[src/core/lsf_pkg.sv]
// Package with register map, field positions and constants of the limit status bank.
package lsf_pkg;
	localparam int ADDR_W = 8;
	localparam int DATA_W = 32;
	localparam logic [ADDR_W-1:0] OFF_STATUS = 8'h20;
	localparam logic [ADDR_W-1:0] OFF_INT_TEMP = 8'h24;
	localparam logic [ADDR_W-1:0] OFF_IRQ_STAT = 8'h28;
	localparam logic [ADDR_W-1:0] OFF_IRQ_MASK = 8'h2c;
	localparam logic [ADDR_W-1:0] OFF_CHAN_CFG = 8'h30;
	localparam logic [7:0] STATUS_RST = 8'h00;
	localparam logic [7:0] TEMP_RST = 8'h00;
	localparam int BIT_REMOTE_ONE = 0;
	localparam int BIT_REMOTE_TWO = 1;
	localparam int BIT_STANDBY = 2;
	localparam int BIT_MAIN = 3;
	localparam int BIT_FIVE = 4;
	localparam int BIT_CORE = 5;
	localparam int NUM_CH = 6;
	localparam int IRQ_W = 2;
	localparam int IRQ_UPDATE = 0;
	localparam int IRQ_ALARM = 1;
	localparam logic [7:0] ALARM_HYST = 8'h05;
	localparam logic [1:0] RESP_OKAY = 2'b00;
	localparam logic [1:0] RESP_SLVERR = 2'b10;
	typedef enum logic [1:0] {
		LSF_AL_IDLE = 2'b00,
		LSF_AL_ENGAGED = 2'b01
	} lsf_alarm_t;
endpackage

[src/core/lsf_bank.sv]
// Limit status flag register bank with an AXI4-Lite slave.
// Overview of operation
// Internal temperature reads as an 8-bit read-only value in bits 7 to 0.
// Bit 0 shows remote diode one out of limits last conversion.
// Bit 0 set once when remote diode one engages thermal alarm mode.
// Bit 0 set once when remote diode one drops 5 degrees below alarm limit.
// Bit 1 shows remote diode two, or analog input nine, out of limits.
// Bit 1 set once when remote diode two engages thermal alarm mode.
// Bit 1 set once when remote diode two drops 5 degrees below alarm limit.
// Bit 2 shows standby supply rail out of limits.
// Bit 3 shows main rail out of limits.
// Bit 4 shows five volt rail out of limits.
// Bit 5 shows processor core rail out of limits.
// Status and temperature update once at each conversion cycle end.
// Software writes to temperature and status registers are ignored.
`timescale 1ns/1ps
module lsf_bank (
	input wire logic ref_clk,
	input wire logic reset,
	input wire logic conv_done,
	input wire logic [7:0] int_temp_in,
	input wire logic [7:0] remote_one_temp,
	input wire logic [7:0] remote_one_high,
	input wire logic [7:0] remote_one_low,
	input wire logic [7:0] remote_one_alarm_lim,
	input wire logic [7:0] remote_two_temp,
	input wire logic [7:0] remote_two_high,
	input wire logic [7:0] remote_two_low,
	input wire logic [7:0] remote_two_alarm_lim,
	input wire logic [7:0] analog_input_nine,
	input wire logic [7:0] standby_supply_rail,
	input wire logic [7:0] standby_high,
	input wire logic [7:0] standby_low,
	input wire logic [7:0] main_rail,
	input wire logic [7:0] main_high,
	input wire logic [7:0] main_low,
	input wire logic [7:0] five_rail,
	input wire logic [7:0] five_high,
	input wire logic [7:0] five_low,
	input wire logic [7:0] processor_core_rail,
	input wire logic [7:0] core_high,
	input wire logic [7:0] core_low,
	input wire logic [lsf_pkg::ADDR_W-1:0] s_axi_awaddr,
	input wire logic s_axi_awvalid,
	output logic s_axi_awready,
	input wire logic [lsf_pkg::DATA_W-1:0] s_axi_wdata,
	input wire logic [3:0] s_axi_wstrb,
	input wire logic s_axi_wvalid,
	output logic s_axi_wready,
	output logic [1:0] s_axi_bresp,
	output logic s_axi_bvalid,
	input wire logic s_axi_bready,
	input wire logic [lsf_pkg::ADDR_W-1:0] s_axi_araddr,
	input wire logic s_axi_arvalid,
	output logic s_axi_arready,
	output logic [lsf_pkg::DATA_W-1:0] s_axi_rdata,
	output logic [1:0] s_axi_rresp,
	output logic s_axi_rvalid,
	input wire logic s_axi_rready,
	output logic thermal_alarm_mode_one,
	output logic thermal_alarm_mode_two,
	output logic irq
);
	import lsf_pkg::*;

	// Unsigned window compare of a reading against its high and low limits.
	function automatic logic out_of_lim(input logic [7:0] v, input logic [7:0] hi,
		input logic [7:0] lo);
		out_of_lim = (v > hi) || (v < lo);
	endfunction

	// Adds the hysteresis to the reading instead of taking it from the limit.
	// A limit below the hysteresis therefore never wraps into an early release.
	function automatic logic cooled(input logic [7:0] t, input logic [7:0] lim);
		cooled = ({1'b0, t} + {1'b0, ALARM_HYST}) <= {1'b0, lim};
	endfunction

	logic [7:0] status_r;
	logic [7:0] int_temp_r;
	logic [IRQ_W-1:0] irq_stat_r;
	logic [IRQ_W-1:0] irq_mask_r;
	logic two_is_voltage_r;
	lsf_alarm_t alarm_one_r;
	lsf_alarm_t alarm_two_r;
	logic [lsf_pkg::ADDR_W-1:0] awaddr_r;
	logic [lsf_pkg::DATA_W-1:0] wdata_r;
	logic [3:0] wstrb_r;
	logic aw_have_r;
	logic w_have_r;
	logic [NUM_CH-1:0] limit_hit;
	logic one_engage, one_release, two_engage, two_release;
	logic [7:0] two_value;
	logic wr_go;
	logic [IRQ_W-1:0] irq_set;

	// Limit compares, alarm transitions and interrupt events of this cycle.
	always_comb begin
		two_value = two_is_voltage_r ? analog_input_nine : remote_two_temp;
		limit_hit = '0;
		limit_hit[BIT_REMOTE_ONE] = out_of_lim(remote_one_temp, remote_one_high,
			remote_one_low);
		limit_hit[BIT_REMOTE_TWO] = out_of_lim(two_value, remote_two_high,
			remote_two_low);
		limit_hit[BIT_STANDBY] = out_of_lim(standby_supply_rail, standby_high, standby_low);
		limit_hit[BIT_MAIN] = out_of_lim(main_rail, main_high, main_low);
		limit_hit[BIT_FIVE] = out_of_lim(five_rail, five_high, five_low);
		limit_hit[BIT_CORE] = out_of_lim(processor_core_rail, core_high, core_low);
		one_engage = (alarm_one_r == LSF_AL_IDLE) && (remote_one_temp > remote_one_alarm_lim);
		one_release = (alarm_one_r == LSF_AL_ENGAGED) &&
			cooled(remote_one_temp, remote_one_alarm_lim);
		two_engage = !two_is_voltage_r && (alarm_two_r == LSF_AL_IDLE) &&
			(remote_two_temp > remote_two_alarm_lim);
		two_release = (alarm_two_r == LSF_AL_ENGAGED) && (two_is_voltage_r ||
			cooled(remote_two_temp, remote_two_alarm_lim));
		irq_set = '0;
		irq_set[IRQ_UPDATE] = conv_done;
		irq_set[IRQ_ALARM] = conv_done && (one_engage || one_release || two_engage || two_release);
		wr_go = aw_have_r && w_have_r && !s_axi_bvalid;
	end

	// Alarm mode of remote diode one.
	always_ff @(posedge ref_clk) begin
		if (reset) begin
			alarm_one_r <= LSF_AL_IDLE;
		end else if (conv_done && one_engage) begin
			alarm_one_r <= LSF_AL_ENGAGED;
		end else if (conv_done && one_release) begin
			alarm_one_r <= LSF_AL_IDLE;
		end
	end

	// Alarm mode of remote diode two.
	always_ff @(posedge ref_clk) begin
		if (reset) begin
			alarm_two_r <= LSF_AL_IDLE;
		end else if (conv_done && two_engage) begin
			alarm_two_r <= LSF_AL_ENGAGED;
		end else if (conv_done && two_release) begin
			alarm_two_r <= LSF_AL_IDLE;
		end
	end

	// Status and temperature capture at conversion end.
	always_ff @(posedge ref_clk) begin
		if (reset) begin
			status_r <= STATUS_RST;
			int_temp_r <= TEMP_RST;
		end else if (conv_done) begin
			int_temp_r <= int_temp_in;
			status_r <= {2'b00, limit_hit};
			if (one_engage) begin
				status_r[BIT_REMOTE_ONE] <= 1'b1;
			end
			if (one_release) begin
				status_r[BIT_REMOTE_ONE] <= 1'b1;
			end
			if (two_engage) begin
				status_r[BIT_REMOTE_TWO] <= 1'b1;
			end
			if (two_release) begin
				status_r[BIT_REMOTE_TWO] <= 1'b1;
			end
		end
	end

	// Alarm mode outputs, one cycle behind the alarm state.
	always_ff @(posedge ref_clk) begin
		if (reset) begin
			thermal_alarm_mode_one <= 1'b0;
			thermal_alarm_mode_two <= 1'b0;
		end else begin
			thermal_alarm_mode_one <= (alarm_one_r == LSF_AL_ENGAGED);
			thermal_alarm_mode_two <= (alarm_two_r == LSF_AL_ENGAGED);
		end
	end

	// Write address and data capture, in either order.
	always_ff @(posedge ref_clk) begin
		if (reset) begin
			aw_have_r <= 1'b0;
			awaddr_r <= '0;
		end else if (s_axi_awvalid && s_axi_awready) begin
			aw_have_r <= 1'b1;
			awaddr_r <= s_axi_awaddr;
		end else if (wr_go) begin
			aw_have_r <= 1'b0;
		end
	end

	always_ff @(posedge ref_clk) begin
		if (reset) begin
			w_have_r <= 1'b0;
			wdata_r <= '0;
			wstrb_r <= '0;
		end else if (s_axi_wvalid && s_axi_wready) begin
			w_have_r <= 1'b1;
			wdata_r <= s_axi_wdata;
			wstrb_r <= s_axi_wstrb;
		end else if (wr_go) begin
			w_have_r <= 1'b0;
		end
	end

	// Address and data readies stay low from a take until the response is done.
	always_ff @(posedge ref_clk) begin
		if (reset) begin
			s_axi_awready <= 1'b0;
			s_axi_wready <= 1'b0;
		end else begin
			s_axi_awready <= !aw_have_r && !(s_axi_awvalid && s_axi_awready) && !s_axi_bvalid;
			s_axi_wready <= !w_have_r && !(s_axi_wvalid && s_axi_wready) && !s_axi_bvalid;
		end
	end

	// Write response; status and temperature writes change nothing.
	always_ff @(posedge ref_clk) begin
		if (reset) begin
			s_axi_bvalid <= 1'b0;
			s_axi_bresp <= RESP_OKAY;
		end else if (wr_go) begin
			s_axi_bvalid <= 1'b1;
			if (awaddr_r == OFF_STATUS || awaddr_r == OFF_INT_TEMP ||
				awaddr_r == OFF_IRQ_STAT || awaddr_r == OFF_IRQ_MASK ||
				awaddr_r == OFF_CHAN_CFG) begin
				s_axi_bresp <= RESP_OKAY;
			end else begin
				s_axi_bresp <= RESP_SLVERR;
			end
		end else if (s_axi_bready) begin
			s_axi_bvalid <= 1'b0;
		end
	end

	// Configuration registers.
	always_ff @(posedge ref_clk) begin
		if (reset) begin
			irq_mask_r <= '0;
			two_is_voltage_r <= 1'b0;
		end else if (wr_go && wstrb_r[0]) begin
			if (awaddr_r == OFF_IRQ_MASK) begin
				irq_mask_r <= wdata_r[IRQ_W-1:0];
			end else if (awaddr_r == OFF_CHAN_CFG) begin
				two_is_voltage_r <= wdata_r[0];
			end
		end
	end

	// Sticky interrupt status; a new event wins over a clear.
	always_ff @(posedge ref_clk) begin
		if (reset) begin
			irq_stat_r <= '0;
		end else if (wr_go && wstrb_r[0] && awaddr_r == OFF_IRQ_STAT) begin
			irq_stat_r <= (irq_stat_r & ~wdata_r[IRQ_W-1:0]) | irq_set;
		end else begin
			irq_stat_r <= irq_stat_r | irq_set;
		end
	end

	// Level interrupt while any unmasked sticky bit is set.
	always_ff @(posedge ref_clk) begin
		if (reset) begin
			irq <= 1'b0;
		end else begin
			irq <= |(irq_stat_r & irq_mask_r);
		end
	end

	// Read channel.
	always_ff @(posedge ref_clk) begin
		if (reset) begin
			s_axi_arready <= 1'b0;
			s_axi_rvalid <= 1'b0;
			s_axi_rdata <= '0;
			s_axi_rresp <= RESP_OKAY;
		end else if (s_axi_arvalid && s_axi_arready) begin
			s_axi_arready <= 1'b0;
			s_axi_rvalid <= 1'b1;
			s_axi_rresp <= RESP_OKAY;
			s_axi_rdata <= '0;
			if (s_axi_araddr == OFF_STATUS) begin
				s_axi_rdata[7:0] <= status_r;
			end else if (s_axi_araddr == OFF_INT_TEMP) begin
				s_axi_rdata[7:0] <= int_temp_r;
			end else if (s_axi_araddr == OFF_IRQ_STAT) begin
				s_axi_rdata[IRQ_W-1:0] <= irq_stat_r;
			end else if (s_axi_araddr == OFF_IRQ_MASK) begin
				s_axi_rdata[IRQ_W-1:0] <= irq_mask_r;
			end else if (s_axi_araddr == OFF_CHAN_CFG) begin
				s_axi_rdata[0] <= two_is_voltage_r;
			end else begin
				s_axi_rresp <= RESP_SLVERR;
			end
		end else if (s_axi_rvalid) begin
			if (s_axi_rready) begin
				s_axi_rvalid <= 1'b0;
			end
		end else begin
			s_axi_arready <= 1'b1;
		end
	end
endmodule // lsf_bank

[config.mk]
export PLATFORM = sky130hd
export DESIGN_NAME = lsf_bank
export DESIGN_NICKNAME = d
export VERILOG_FILES = /design/src/core/lsf_pkg.sv /design/src/core/lsf_bank.sv
export SDC_FILE = /design/constraint.sdc
export NUM_CORES = 1
export LEC_CHECK = 0
export BUFFER_PORTS_ARGS = -buffer_cell sky130_fd_sc_hd__buf_2
export CAP_MARGIN = 0
export CORE_UTILIZATION = 43
export CTS_CLUSTER_SIZE = 30
export DETAILED_ROUTE_END_ITERATION = 10
export GPL_TIMING_DRIVEN = 1
export PLACE_DENSITY_LB_ADDON = 0.2
export SETUP_SLACK_MARGIN = 0.5
export SYNTH_ARGS = -nofsm -noshare
export SYNTH_HDL_FRONTEND = slang
export SYNTH_SLANG_ARGS = --single-unit
[constraint.sdc]
create_clock -name ref_clk -period 2.2 [get_ports ref_clk]
set_input_delay 0.22 -clock ref_clk [delete_from_list [all_inputs] [get_ports ref_clk]]
set_output_delay 0.22 -clock ref_clk [all_outputs]
set_load 0.02 [all_outputs]
==> impl_metrics.toml <==
[synthesis]
synth_edf_count = 0
synth_flop_cell = "dfxtp_1"
synth.yosys.seq_area_share_pct = 18.8
synthSimpleGateAreaFrac_pct = 15.7
synth_seq_cells = 52
synth_xor_area_share_pct = 1.90
synth_area_leaders = "ha_1 28%, dfxtp_1 19%, inv_1 7.8%"
yosysUniqueCellTypes = 62
async_reset_ff_share_pct = 0
synth_cells = 696
synth_area_leader_cell = "ha_1"
avgSynthCellArea_um2 = 7.97
ys_warn_count = 0
synthAdderAreaFrac_pct = 28.0
synth.top_cell.area_share_pct = 28.0
syn_area_mm2 = 0.00554
synth_compound_area_share_pct = 18.1
synth_mux_area_share_pct = 4.60
synth_top_family_by_area = "adder cells"

[placement]
dp_hpwl_um = 11700
placed_cell_area_mm2 = 0.00686
gp_congestion = 0.812
portBuffers = 220

[floorplan]
ios = 280
start_util_pct = 43.9
fp.dieW_um = 116
rows = 41
die_area_mm2 = 0.0134
coreArea_mm2 = 0.0126
die_y_um = 116

[worst_setup_path]
setup.worst_path.start = "two_is_voltage_r$_SDFFE_PP0P_"
reg2reg_from = "two_is_voltage_r$_SDFFE_PP0P_"
cp_num_cells = 8
slowest_delay_ns = 0.39
crit_path_top_delay_cell = "dfxtp_4"
crit_path_start_kind = "flop"
endpoint_kind = "flop"
r2r_cells = 8
r2r_slack_ns = 0.20
cp_common_cell = "a21oi_1"
critPathTopFamily = "compound AO/OA/AOI/OAI gates"
worstSetupPathType = "flop to flop"
worstPathMaxFanout = 6
path_buf_inv = 1
worstSetupEndpoint = "status_r[1]$_SDFFE_PP0P_"
worst_ep_arrival_time_ns = 2.16
cp.required_ns = 2.36
reg2reg_to = "status_r[1]$_SDFFE_PP0P_"
crit_chain = "buf_4, mux2_4, ha_1, a21oi_1, a21oi_1, a2111oi_1, o21a_1, a211oi_2"

[sta]
final.setup_skew_ns = 0.00600
timing.slew.headroom_pct = 59.6
fmax_mhz = 500
rsz0062_at_grt = "yes"
setup_violations = 0
setup_tns_ns = 0
tightest_slew_ns = 0.606
slew_violations = 0
hold_viol = 0
fin_crit_sh_pct = 90.9
fin_crit_ns = 2.00

[routing]
firstDrtPassIters = 4
drt_iter0_markers = 172
routedWlPerCell_um = 12.4
num_vias = 5411
vias_per_cell = 4.89
drc = 0
ant_nets = 0
routed_wl_um = 13700

[global_route]
antenna_found_initial = 0
overflow = 0
grt_use_total_pct = 20.7
grt_pass1_wl_um = 22400
grt_pass1_vias = 5197
grt_max_degree = 33

[power]
power_density_mw_per_mm2 = 395
ir_drop_v = 0.000290
power.leakage_nw = 3.93

[clocking]
cts_root_buf = "clkbuf_16"
clockBufferDepth = 2
cts_max_level = 2
clkTransAtPathRegs_ns = 0.07
cts_tree = "built"
clock_sinks = 52
ctsHoldBuffers = 0
clk_latency_ns = 0.28
cts_buffers = 5

[outcome]
outcome = "finished clean"

[final_layout]
area_growth_syn_to_layout_pct = 30.2
fin_area_mm2 = 0.00722
nNetsFinal = 1294
antenna_cells = 0
drive_gt1_share_pct = 30.8

[run]
drv_cap = 0

[min_path]
hold_class = "input port to flop"
[per-stage QoR]
step / cells / util (%) / power (mW) / hold WS (ns) / worst slack, ns
floorplan: 721 / - / 1.71 / 0.334 / 0.171
global placement: 1091 / 54.4 / 2.05 / 0.409 / -0.0232
detailed placement: 1091 / 54.4 / 2.06 / 0.407 / -0.0688
CTS: 1103 / 56.6 / 2.87 / 0.163 / 0.205
finish: 1107 / 57.2 / 2.85 / 0.169 / 0.201
global route: 1107 / 57.2 / 3.08 / 0.168 / 0.126
[state kept, by name, summed over array words and instances, names as in the netlist]
signal	cells
awaddr_r	8
int_temp_r	8
s_axi_rdata	8
status_r	6
irq_mask_r	2
irq_stat_r	2
wdata_r	2
alarm_one_r	1
alarm_two_r	1
aw_have_r	1
irq	1
s_axi_arready	1
s_axi_awready	1
s_axi_bresp	1
s_axi_bvalid	1
s_axi_rresp	1
s_axi_rvalid	1
s_axi_wready	1
thermal_alarm_mode_one	1
thermal_alarm_mode_two	1
two_is_voltage_r	1
w_have_r	1
wstrb_r	1
[worst reg2reg max path, delay by kind of cell, from the launching register on]
| kind | cells | cell delay [ns] |
|---|---|---|
| AOI/OAI and AO/OA | 5 | 0.75 |
| DFF | 1 | 0.39 |
| muxes | 1 | 0.31 |
| adders and majority gates | 1 | 0.31 |
| buffers and inverters | 1 | 0.13 |
[layout by cell type (no fill, tap or decap), types with 4 or more instances in the layout]
cell,n
buf_2,214
ha_1,121
inv_1,115
a21oi_1,54
dfxtp_1,51
nand2_1,47
nor2_1,41
conb_1,26
buf_4,26
o21ai_0,22
a21o_1,16
nand3_1,14
nor2b_1,13
nand4_1,13
mux2i_1,12
xnor2_1,9
mux2_2,8
nand2b_1,8
o21a_1,8
nor3_1,7
a211oi_1,7
a22oi_1,6
o211ai_1,6
clkbuf_16,5
nor4_1,4
and3_1,4
[where the power goes]
| part | internal (mW) | switching, mW |
|---|---|---|
| sequential | 0.990 | 0.0350 |
| clock | 0.424 | 0.326 |
| combinational | 0.527 | 0.552 |
| total | 1.94 | 0.913 |
[how the worst min path moves through the flow]
stage	startpoint	end	slack [ns]	cells past startpoint
finish	s_axi_awaddr[5]	awaddr_r[5]$_SDFFE_PP0P_	0.17	3
global route	s_axi_awaddr[5]	awaddr_r[5]$_SDFFE_PP0P_	0.17	3
CTS	s_axi_awaddr[7]	awaddr_r[7]$_SDFFE_PP0P_	0.16	3
detailed placement	w_have_r$_SDFFE_PP0P_	s_axi_wready$_SDFF_PP0_	0.41	1
global placement	w_have_r$_SDFFE_PP0P_	s_axi_wready$_SDFF_PP0_	0.41	1
floorplan	s_axi_wvalid	s_axi_wready$_SDFF_PP0_	0.33	1
[routing by layer]
metal	global-route usage, %	routed length, um
met1	23.5	5940
met2	39.6	6780
met3	4.03	892
met4	4.24	133
met5	0	0
[area by class of cell]
type / instances / area, um^2
fill: 1269 / 5400
multi-input combinational: 515 / 4050
timing repair buffer: 245 / 1330
sequential: 52 / 1040
inverter: 115 / 432
tap: 172 / 215
clock buffer: 6 / 129
clock inverter: 2 / 16.3
[synth_stat cells (all sizes together), types with 3 or more instances]
library cell  count
a21oi            55
mux2             10
nand2            47
nand4            13
dfxtp            52
o21ai            26
nand3            14
nor2b            13
o21a              8
a311oi            3
ha              124
mux2i            12
a31oi             4
buf              31
a211oi            9
nand2b            8
nor3              9
nand3b            3
xor2              3
o211ai            6
nor2             45
o22ai             3
a22oi             7
xnor2             9
a2111oi           3
a21o             16
inv             115
nor4              5
clkbuf            8
and3              5
[repair_timing]
item	CTS	global route
pin swaps	24	16
setup buffers	4	4
endpoints found under the hold margin	0	0
gates resized for setup	25	10
endpoints found under the setup margin	5	6
[cell families (layout without fill, tap and decap cells)]
family / Yosys count / count (layout)
other: 1 / 26
xor gates and xnor gates: 12 / 12
DFF: 52 / 52
AOI/OAI and AO/OA: 158 / 158
buffers and inverters: 154 / 368
and+or+nand+nor: 172 / 172
muxes: 23 / 23
adders and majority gates: 124 / 124
Note: power is estimated with default switching activity, not from simulation.
